--- config.mk ---
export PLATFORM = sky130hd
export DESIGN_NAME = sfspi_front_end
export DESIGN_NICKNAME = d
export VERILOG_FILES = /design/src/sfspi_pkg.sv /design/src/sfspi_busy_timer.sv /design/src/sfspi_front_end.sv
export VERILOG_INCLUDE_DIRS = /design/src /design/src/src
export SDC_FILE = /design/constraint.sdc
export NUM_CORES = 1
export LEC_CHECK = 0
export ABC_CLOCK_PERIOD_IN_PS = 7000
export BUFFER_PORTS_ARGS = -buffer_cell sky130_fd_sc_hd__buf_4
export CAP_MARGIN = 5
export CORE_MARGIN = 2
export CORE_UTILIZATION = 40
export DETAILED_ROUTE_END_ITERATION = 12
export SYNTH_ARGS = -nofsm -noshare
export SYNTH_HDL_FRONTEND = slang
export SYNTH_SLANG_ARGS = --single-unit
--- constraint.sdc ---
create_clock -name CLK_SYS_IN -period 7 [get_ports CLK_SYS_IN]
set_clock_uncertainty 0.2 [all_clocks]
set_input_delay 1.05 -clock CLK_SYS_IN [delete_from_list [all_inputs] [get_ports CLK_SYS_IN]]
set_output_delay 1.05 -clock CLK_SYS_IN [all_outputs]
set_load 0.1 [all_outputs]
--- src/sfspi_cfg.svh ---
`ifndef SFSPI_CFG_SVH
`define SFSPI_CFG_SVH
`define SFSPI_WORD_BITS     4'h8
`define SFSPI_PROT_PAGES    12'h100
`define SFSPI_PAGE_BITS     11
`define SFSPI_CLK_NS        4
`define SFSPI_BUSY_US       2
`define SFSPI_BUSY_CYC      ((`SFSPI_BUSY_US * 1000) / `SFSPI_CLK_NS)
`define SFSPI_CMD_PROGRAM   8'h82
`define SFSPI_CMD_READ      8'h52
`define SFSPI_SHIFT_RST     8'h00
`endif

--- src/sfspi_pkg.sv ---
package sfspi_pkg;
  typedef enum logic [1:0] {ST_IDLE, ST_CMD, ST_ADDR, ST_DATA} sfspi_phase_type;
endpackage

--- src/sfspi_busy_timer.sv ---
`timescale 1ns/1ps
`include "sfspi_cfg.svh"
// self-timed operation counter, runs on the system clock only
module sfspi_busy_timer
  import sfspi_pkg::*;
#(
  parameter int unsigned BUSY_CYC = `SFSPI_BUSY_CYC
)
(
  input  wire logic clk_in,
  input  wire logic srst_in,
  input  wire logic start_in,
  output logic      busy_out
);
  logic [31:0] cnt_ff;
  always_ff @(posedge clk_in)
  begin
    if (srst_in)
    begin
      cnt_ff <= 32'h0;
    end
    else if (start_in && cnt_ff == 32'h0)
    begin
      cnt_ff <= BUSY_CYC;
    end
    else if (cnt_ff != 32'h0)
    begin
      cnt_ff <= cnt_ff - 32'h1;
    end
  end
  assign busy_out = (cnt_ff != 32'h0);
endmodule

--- src/sfspi_front_end.sv ---
`timescale 1ns/1ps
`include "sfspi_cfg.svh"
module sfspi_front_end
  import sfspi_pkg::*;
#(
  parameter int unsigned BUSY_CYC = `SFSPI_BUSY_CYC
)
(
  input  wire logic        CLK_SYS_IN,
  input  wire logic        SRST_IN,
  input  wire logic        SCK_IN,
  input  wire logic        SERIAL_IN,
  input  wire logic        CHIP_SELECT_N_IN,
  input  wire logic        RESET_N_IN,
  input  wire logic        WRITE_PROTECT_N_IN,
  input  wire logic [7:0]  READ_DATA_IN,
  output logic             SERIAL_OUT,
  output logic             SERIAL_OE_OUT,
  output logic             READY_BUSY_N_OUT,
  output logic [7:0]       WORD_OUT,
  output logic             WORD_VALID_OUT,
  output logic             PROGRAM_START_OUT,
  output logic             READ_START_OUT,
  output logic             PROTECT_REFUSED_OUT,
  output logic [10:0]      PAGE_OUT
);
  ////////////////////////////////////////////////////////////////////////////////
  // two-flop synchronisers; first stage feeds only the second
  logic [1:0] sck_s_ff, si_s_ff, cs_s_ff, rst_s_ff, wp_s_ff;
  logic       sck_d_ff, cs_d_ff;
  always_ff @(posedge CLK_SYS_IN)
  begin
    if (SRST_IN)
    begin
      sck_s_ff <= 2'h0;
      si_s_ff  <= 2'h0;
      cs_s_ff  <= 2'h3;
      rst_s_ff <= 2'h3;
      wp_s_ff  <= 2'h3;
      sck_d_ff <= 1'h0;
      cs_d_ff  <= 1'h1;
    end
    else
    begin
      sck_s_ff <= {sck_s_ff[0], SCK_IN};
      si_s_ff  <= {si_s_ff[0], SERIAL_IN};
      cs_s_ff  <= {cs_s_ff[0], CHIP_SELECT_N_IN};
      rst_s_ff <= {rst_s_ff[0], RESET_N_IN};
      wp_s_ff  <= {wp_s_ff[0], WRITE_PROTECT_N_IN};
      sck_d_ff <= sck_s_ff[1];
      cs_d_ff  <= cs_s_ff[1];
    end
  end
  logic cs_n, sck_rise, sck_fall, cs_rise, dev_rst;
  assign cs_n     = cs_s_ff[1];
  assign dev_rst  = SRST_IN | ~rst_s_ff[1];
  // serial clock is only observed, mode 0 and 3 differ only in idle level
  assign sck_rise = ~sck_d_ff & sck_s_ff[1] & ~cs_n;
  assign sck_fall = sck_d_ff & ~sck_s_ff[1] & ~cs_n;
  assign cs_rise  = ~cs_d_ff & cs_n;
  ////////////////////////////////////////////////////////////////////////////////
  // receive shifter
  logic [7:0] sh_ff;
  logic [2:0] bit_ff;
  logic       word_done;
  assign word_done = sck_rise && bit_ff == 3'h7;
  always_ff @(posedge CLK_SYS_IN)
  begin
    if (dev_rst || cs_n)
    begin
      sh_ff  <= `SFSPI_SHIFT_RST;
      bit_ff <= 3'h0;
    end
    else if (sck_rise)
    begin
      sh_ff  <= {sh_ff[6:0], si_s_ff[1]};
      bit_ff <= bit_ff + 3'h1;
    end
  end
  always_ff @(posedge CLK_SYS_IN)
  begin
    if (dev_rst)
    begin
      WORD_OUT       <= 8'h00;
      WORD_VALID_OUT <= 1'h0;
    end
    else
    begin
      WORD_VALID_OUT <= word_done;
      if (word_done)
      begin
        WORD_OUT <= {sh_ff[6:0], si_s_ff[1]};
      end
    end
  end
  ////////////////////////////////////////////////////////////////////////////////
  // command phase tracking
  sfspi_phase_type phase_ff;
  logic [7:0]  cmd_ff;
  logic [1:0]  addr_cnt_ff;
  logic [10:0] page_ff;
  always_ff @(posedge CLK_SYS_IN)
  begin
    if (dev_rst || cs_n)
    begin
      phase_ff    <= ST_IDLE;
      addr_cnt_ff <= 2'h0;
    end
    else
    begin
      case (phase_ff)
        ST_IDLE: phase_ff <= ST_CMD;
        ST_CMD:
        begin
          if (word_done)
          begin
            phase_ff <= ST_ADDR;
          end
        end
        ST_ADDR:
        begin
          if (word_done)
          begin
            addr_cnt_ff <= addr_cnt_ff + 2'h1;
            if (addr_cnt_ff == 2'h2)
            begin
              phase_ff <= ST_DATA;
            end
          end
        end
        ST_DATA: phase_ff <= ST_DATA;
        default: phase_ff <= ST_IDLE;
      endcase
    end
  end
  always_ff @(posedge CLK_SYS_IN)
  begin
    if (dev_rst)
    begin
      cmd_ff  <= 8'h00;
      page_ff <= 11'h000;
    end
    else if (word_done && phase_ff == ST_CMD)
    begin
      cmd_ff <= {sh_ff[6:0], si_s_ff[1]};
    end
    else if (word_done && phase_ff == ST_ADDR && addr_cnt_ff == 2'h0)
    begin
      page_ff[10:7] <= {sh_ff[2:0], si_s_ff[1]};
    end
    else if (word_done && phase_ff == ST_ADDR && addr_cnt_ff == 2'h1)
    begin
      page_ff[6:0] <= sh_ff[6:0];
    end
  end
  ////////////////////////////////////////////////////////////////////////////////
  // deselect triggers the self-timed operation
  logic busy, is_prog, is_read, refuse, start_op;
  logic had_cmd_ff;
  always_ff @(posedge CLK_SYS_IN)
  begin
    if (dev_rst || cs_rise)
    begin
      had_cmd_ff <= 1'h0;
    end
    else if (word_done && phase_ff == ST_ADDR && addr_cnt_ff == 2'h2)
    begin
      had_cmd_ff <= 1'h1;
    end
  end
  assign is_prog  = cmd_ff == `SFSPI_CMD_PROGRAM;
  assign is_read  = cmd_ff == `SFSPI_CMD_READ;
  // page numbers below the protected count are locked while protect is low
  assign refuse   = is_prog && ~wp_s_ff[1] && ({1'b0, page_ff} < `SFSPI_PROT_PAGES);
  assign start_op = cs_rise && had_cmd_ff && ~busy && (is_read || (is_prog && ~refuse));
  sfspi_busy_timer #(.BUSY_CYC(BUSY_CYC)) u_timer
  (
    .clk_in   (CLK_SYS_IN),
    .srst_in  (dev_rst),
    .start_in (start_op),
    .busy_out (busy)
  );
  always_ff @(posedge CLK_SYS_IN)
  begin
    if (dev_rst)
    begin
      PROGRAM_START_OUT   <= 1'h0;
      READ_START_OUT      <= 1'h0;
      PROTECT_REFUSED_OUT <= 1'h0;
      READY_BUSY_N_OUT    <= 1'h1;
      PAGE_OUT            <= 11'h000;
    end
    else
    begin
      PROGRAM_START_OUT   <= start_op && is_prog;
      READ_START_OUT      <= start_op && is_read;
      PROTECT_REFUSED_OUT <= cs_rise && had_cmd_ff && refuse;
      READY_BUSY_N_OUT    <= ~(busy | start_op);
      PAGE_OUT            <= page_ff;
    end
  end
  ////////////////////////////////////////////////////////////////////////////////
  // transmit: load a byte once a word is in, shift on the next falling edges
  logic [7:0] tx_ff;
  logic       tx_arm_ff;
  always_ff @(posedge CLK_SYS_IN)
  begin
    if (dev_rst || cs_n)
    begin
      tx_ff         <= 8'h00;
      tx_arm_ff     <= 1'h0;
      SERIAL_OUT    <= 1'h0;
      SERIAL_OE_OUT <= 1'h0;
    end
    else
    begin
      if (word_done)
      begin
        tx_ff     <= READ_DATA_IN;
        tx_arm_ff <= 1'h1;
      end
      else if (sck_fall && tx_arm_ff)
      begin
        // the fall after the sampling rise drives the bit, never the same cycle
        SERIAL_OUT    <= tx_ff[7];
        SERIAL_OE_OUT <= 1'h1;
        tx_ff         <= {tx_ff[6:0], 1'b0};
      end
    end
  end
  ////////////////////////////////////////////////////////////////////////////////
  p_hiz_deselect: assert property (@(posedge CLK_SYS_IN) disable iff (SRST_IN)
    $past(cs_n) && cs_n |-> !SERIAL_OE_OUT)
    else $error("serial out driven while deselected");
  p_busy_on_start: assert property (@(posedge CLK_SYS_IN) disable iff (dev_rst)
    start_op |=> !READY_BUSY_N_OUT [*3])
    else $error("ready not low after start");
  p_prog_refused: assert property (@(posedge CLK_SYS_IN) disable iff (dev_rst)
    refuse |-> !start_op)
    else $error("protected page programmed");
  p_start_on_cs: assert property (@(posedge CLK_SYS_IN) disable iff (dev_rst)
    PROGRAM_START_OUT |-> $past(cs_rise))
    else $error("program start without deselect");
  p_word_eight: assert property (@(posedge CLK_SYS_IN) disable iff (dev_rst)
    WORD_VALID_OUT |-> $past(bit_ff) == 3'h7)
    else $error("word not eight bits");
  p_out_on_fall: assert property (@(posedge CLK_SYS_IN) disable iff (dev_rst)
    !cs_n && $changed(SERIAL_OUT) |-> $past(sck_fall))
    else $error("output moved off falling edge");
  p_idle_on_cs: assert property (@(posedge CLK_SYS_IN) disable iff (SRST_IN)
    cs_n |=> phase_ff == ST_IDLE && bit_ff == 3'h0)
    else $error("not idle when deselected");
  p_no_start_busy: assert property (@(posedge CLK_SYS_IN) disable iff (dev_rst)
    busy |-> !start_op)
    else $error("start while busy");
  c_word: cover property (@(posedge CLK_SYS_IN) WORD_VALID_OUT);
  c_prog: cover property (@(posedge CLK_SYS_IN) PROGRAM_START_OUT);
  c_read: cover property (@(posedge CLK_SYS_IN) READ_START_OUT);
  c_refuse: cover property (@(posedge CLK_SYS_IN) PROTECT_REFUSED_OUT);
endmodule

==> results.yml, run 1 <==
clock_network:
  postCtsSetupBuffers: 0
  cts_hold_buf: 0
  cts_resized: 0
  cts.sinks: 113
  clk_latency_ps: 510
  cts_root_buf: "clkbuf_8"
  clk_pin_slew_ps: 60
  numCtsBuffers: 17
  cts.path.max_buffers: 2
  cts_tree: "done"
  htree_num_levels: 4
routing:
  drt_wl_total_mm: 8.45
  drc_errors: 0
  viasPerCell: 5.15
  wl_per_cell_um: 12.8
  drtIter0Drc: 144
  drt-pass1-iter-count: 4
  route.antenna.remaining_nets: 0
  dr_total_vias: 3411
sta:
  setup_viol: 0
  fmax_ghz: 0.293
  rsz0062_at_grt: "false"
  final-hold-violation-count: 0
  finalSetupTns_ps: 0
  tightest_slew_ps: 1060
  maxSlewHeadroom_pct: 29.1
  finalCritPeriodShare_pct: 48.8
  slew_viol_final: 0
  setup_slack_ps: 3580
  post-route-min-period_ps: 3420
floorplan:
  core_area_um2: 10700
  io_pins: 41
  rows: 38
  dieArea_um2: 11700
  die_w_um: 108
  die_h_um: 108
  start_util_pct: 40.5
synthesis:
  async_reset_ff_share_pct: 0
  synth_fp_nets: 491
  netlist_area_um2: 4340
  ys.flop_type: "dfxtp_1"
  ys_seq_area_share_pct: 52.2
  synth_area_leader_cell: "dfxtp_1"
  yosys_warnings: 0
  synth_cell_types: 43
  synth_cells: 470
  yosysTopAreaCellShare_pct: 52.2
  synthTopCellsByArea: "dfxtp_1, a21oi_1, nand2_1"
  yosys_register_bits: 113
  syn_area_per_cell_um2: 9.23
  synth_edf_count: 0
pwr:
  total_leakage_power_nw: 2.11
  p_per_area_nw_per_um2: 291
  ir_drop_mv: 0.130
placement:
  dp_slack_ps: 3510
  port-buffer-count: 40
  dpl.hpwl_mm: 5.48
  place.gp.congestion: 0.768
  dpl-instance-area_um2: 4740
critical_path:
  crit_path_end_kind: "register"
  required_ps: 7180
  startpoint_type: "register"
  cp.arrival_ps: 3600
  worstSetupPathType: "register to register"
  cp_max_fo: 10
flow_run:
  cap_violations: 0
grt:
  grt_max_degree: 36
  grt_pass1_vias: 3082
  gr-total-overflow: 0
  grt_pass1_wl_mm: 14.5
  track_usage_pct: 15.7
  antenna_found_initial: 0
hold_path:
  hold_path.class: "register to register"
finish:
  syn_to_final_growth_pct: 23.7
  diodes: 0
  final_layout_size_suffix_gt1_share_pct: 17.4
  design_area_um2: 5370
  nNetsFinal: 530
status:
  outcome: "finished, final reports clean"
==> cell usage after synthesis, types with 2 or more instances <==
cell,number
a21oi_1,55
nor3b_1,2
nor2_1,36
a31oi_1,5
a22oi_1,9
or3_1,17
mux2i_1,17
nor3_1,7
dfxtp_1,113
clkbuf_1,20
or4_1,14
o21ai_0,13
nand3b_1,3
o31ai_1,9
or4_4,2
inv_1,5
o41ai_1,5
nand2b_1,5
buf_6,2
nor4_1,7
nand2_1,55
a211oi_1,2
xor2_1,2
nor2b_1,11
xnor2_1,3
ha_1,6
buf_2,3
or2_2,8
and2_1,12
nand3_1,9
==> layout make-up <==
cell class / count / area (um^2)
well taps: 140 / 175
fillers: 1008 / 5330
clock buffers: 18 / 418
flip-flops and latches: 113 / 2260
multi-input cells: 327 / 1950
inverters: 5 / 18.8
clock inverters: 14 / 205
repair buffers: 45 / 338
==> cell families after synthesis <==
logic type / after synthesis / synth area share (%)
AND/OR/NAND/NOR: 197 / 24.1
XOR/XNOR: 5 / 1.01
adder cells (fa/ha/maj): 6 / 1.73
flip-flops: 113 / 52.2
buffers and inverters: 30 / 3.03
AO/OA/AOI/OAI: 102 / 14.0
multiplexers: 17 / 3.92
==> stage by stage <==
step	total power, W	util [%]	instances	hold WS (ps)
floorplan	0.000676	-	470	189
global placement	0.000685	44.3	630	194
detailed placement	0.000685	44.3	630	199
CTS	0.00158	50.2	662	213
global route	0.00161	50.2	662	239
finish	0.00156	50.2	662	212
==> cells in the final DEF (no fill, tap or decap), types with 3 or more instances in the layout <==
master / Yosys / final
dfxtp_1: 113 / 113
nand2_1: 55 / 55
a21oi_1: 55 / 55
buf_4: 0 / 45
nor2_1: 36 / 36
mux2i_1: 17 / 17
or3_1: 17 / 17
clkbuf_16: 0 / 16
or4_1: 14 / 14
o21ai_0: 13 / 13
and2_1: 12 / 12
nor2b_1: 11 / 11
nand3_1: 9 / 9
a22oi_1: 9 / 9
o31ai_1: 9 / 9
or2_2: 8 / 8
nor3_1: 7 / 7
nor4_1: 7 / 7
ha_1: 6 / 6
inv_1: 5 / 5
nand2b_1: 5 / 5
o41ai_1: 5 / 5
a31oi_1: 5 / 5
clkinv_4: 0 / 5
bufinv_16: 0 / 4
nand3b_1: 3 / 3
xnor2_1: 3 / 3
inv_6: 0 / 3
==> final timing paths <==
| kind | startpoint | slack, ps | end | cells past startpoint |
|---|---|---|---|---|
| setup / recovery | bit_ff[0] | 3580 | page_ff[2] | 7 |
| hold / removal | cs_s_ff[0] | 210 | cs_s_ff[1] | 1 |
| setup reg to reg | bit_ff[0] | 3580 | page_ff[2] | 7 |
| hold reg to reg | cs_s_ff[0] | 210 | cs_s_ff[1] | 1 |
==> state kept, by name, indices dropped and copies added, names as in the netlist, 3 cells and up <==
register	cells
WORD_OUT	8
tx_ff	8
bit_ff	3
u_timer.cnt_ff	32
sh_ff	7
page_ff	11
PAGE_OUT	11
cmd_ff	8
==> routing by layer <==
layer  global-route usage [%]  part of all wire, %  vias up
met3                     5.61                  5.3        7
li1                         -                    -     1749
met2                     22.2                   44       75
met1                     21.7                   50     1580
met5                        0                    0        -
met4                     6.32                  1.1        0
==> critical path, stage by stage, from the launching register on <==
cell       delay (ps)
dfxtp_1           350
ha_1              150
ha_1              160
nand4bb_1         420
nor3b_1          1010
nand3b_1          640
mux2i_1           300
nor2_1             60
==> report_power, final <==
part / leakage [nW] / internal [W] / switching [W]
sequential: 0.912 / 0.000647 / 0.00000186
combinational: 0.903 / 0.00000883 / 0.0000136
clock: 0.297 / 0.000583 / 0.000307
(Power assumes the default switching activity.)
==> run 2, diff against run 1 <==
- ABC_CLOCK_PERIOD_IN_PS: 7000 -> 3100
- clock period: 7 -> 3.1 ns (I/O delays scaled with it)
==> results.yml, run 2 (synthesis gave the netlist of run 1 again) <==
floorplan:
  start_util_pct: 40.5
  core_area_um2: 10700
  die_w_um: 108
  die_h_um: 108
  io_pins: 41
  rows: 38
  dieArea_um2: 11700
clock_network:
  numCtsBuffers: 17
  clk_latency_ps: 510
  cts_tree: "done"
  htree_num_levels: 4
  postCtsSetupBuffers: 0
  cts_root_buf: "clkbuf_8"
  cts.path.max_buffers: 2
  cts.sinks: 113
  cts_hold_buf: 9
  clk_pin_slew_ps: 60
  cts_resized: 0
routing:
  drtIter0Drc: 165
  drt-pass1-iter-count: 4
  drc_errors: 0
  wl_per_cell_um: 12.8
  viasPerCell: 5.12
  drt_wl_total_mm: 8.78
  dr_total_vias: 3513
  route.antenna.remaining_nets: 0
pwr:
  ir_drop_mv: 0.283
  p_per_area_nw_per_um2: 628
  total_leakage_power_nw: 2.23
critical_path:
  cpPeakStageDelay_ps: 620
  cp_num_buf_inv: 1
  required_ps: 3280
  slowest_stage: "or4_1"
  worstSetupPathType: "register to register"
  cp_top_family: "simple AND/OR/NAND/NOR gates"
  crit_path_end_kind: "register"
  cp_max_fo: 8
  worstPathCellList: "or4_1, or4_1, or4_1, buf_4, a22oi_1, a21oi_1"
  startpoint_type: "register"
  cp.arrival_ps: 3060
  crit_top_cell: "or4_1"
finish:
  syn_to_final_growth_pct: 28.2
  diodes: 0
  final_layout_size_suffix_gt1_share_pct: 19.2
  largest_reg_flops: 32
  fillCellCount: 993
  top_register: "u_timer.cnt_ff"
  fin_cells: 686
  nNetsFinal: 554
  layout_commonest_cell: "dfxtp_1"
  layout_common_cells: "dfxtp_1, buf_4, nand2_1, a21oi_1, nor2_1"
  top_regs: "u_timer.cnt_ff: 32 flops, PAGE_OUT: 11 flops, page_ff: 11 flops"
sta:
  post-route-min-period_ps: 2890
  fmax_ghz: 0.346
  maxSlewHeadroom_pct: 38.1
  slew_viol_final: 0
  rsz0062_at_grt: "false"
  tightest_slew_ps: 929
  finalCritPeriodShare_pct: 93.2
  setup_viol: 0
  final-hold-violation-count: 0
  finalSetupTns_ps: 0
grt:
  antenna_found_initial: 0
  gr-total-overflow: 0
  grt_pass1_wl_mm: 15.1
  grt_pass1_vias: 3285
  track_usage_pct: 16.5
  grt_max_degree: 36
placement:
  dpl.hpwl_mm: 5.78
  place.gp.congestion: 0.769
  dp_cells: 645
  port-buffer-count: 40
flow_run:
  cap_violations: 0
status:
  outcome: "finished, final reports clean"
hold_path:
  hold_path.class: "primary input to register"
[run 2: cell types whose count changed in the layout (fill, tap and decap cells not counted), moves of 2 or more]
cell and change:
clkinv_2 +2, clkbuf_8 +5, clkinv_4 -3, inv_6 -3, buf_4 +15, dlygate4sd3_1 +9
[run 2: through the flow]
step	setup slack [ps]	util (%)	power (W)	cell area, um^2	hold WS (ps)
final	212	52.0	0.00349	5560	40.5
after global routing	96.3	52.0	0.00361	5560	32.7
after CTS	212	52.0	0.00354	5560	11.5
after detailed placement	219	45.4	0.00155	4850	197
after global placement	250	45.4	0.00155	4850	194
after floorplan	233	-	0.00153	4340	189
[run 2: where the power goes]
| group | switching, W | total, W | internal, W |
|---|---|---|---|
| Combinational | 0.0000336 | 0.0000640 | 0.0000304 |
| Sequential | 0.00000396 | 0.00146 | 0.00146 |
| Clock | 0.000635 | 0.00196 | 0.00133 |
[run 2: worst paths after layout]
kind / startpoint / endpoint / slack (ps) / cells after the start
worst max-delay path: u_timer.cnt_ff[12] / u_timer.cnt_ff[6] / 210 / 6
worst min-delay path: READ_DATA_IN[3] / tx_ff[3] / 40 / 3
worst max register to register: u_timer.cnt_ff[12] / u_timer.cnt_ff[6] / 210 / 6
worst min register to register: rst_s_ff[0] / rst_s_ff[1] / 210 / 1
[run 2: metal layers]
layer  part of all wire [%]  vias up  global-route usage, %  wire [um]
met5                      0        -                      0          0
met4                   0.83        0                   5.86         73
met3                    3.7        6                   6.45        328
met2                     46       58                   25.1       4030
met1                     49     1655                   21.3       4340
li1                       -     1794                      -          -
[run 2: worst min-delay path, cell delays in order]
cell	delay, ps
buf_4	80
a22oi_1	60
a21oi_1	110
[run 2: area by class of cell]
| cell class | count | area, um^2 | area share [%] |
|---|---|---|---|
| tap | 140 | 175 | 3.15 |
| multi-input combinational | 327 | 1950 | 35.0 |
| clock buffer | 24 | 490 | 8.82 |
| inverter | 5 | 18.8 | 0.338 |
| sequential | 113 | 2260 | 40.7 |
| timing repair buffer | 69 | 541 | 9.72 |
| clock inverter | 8 | 125 | 2.25 |
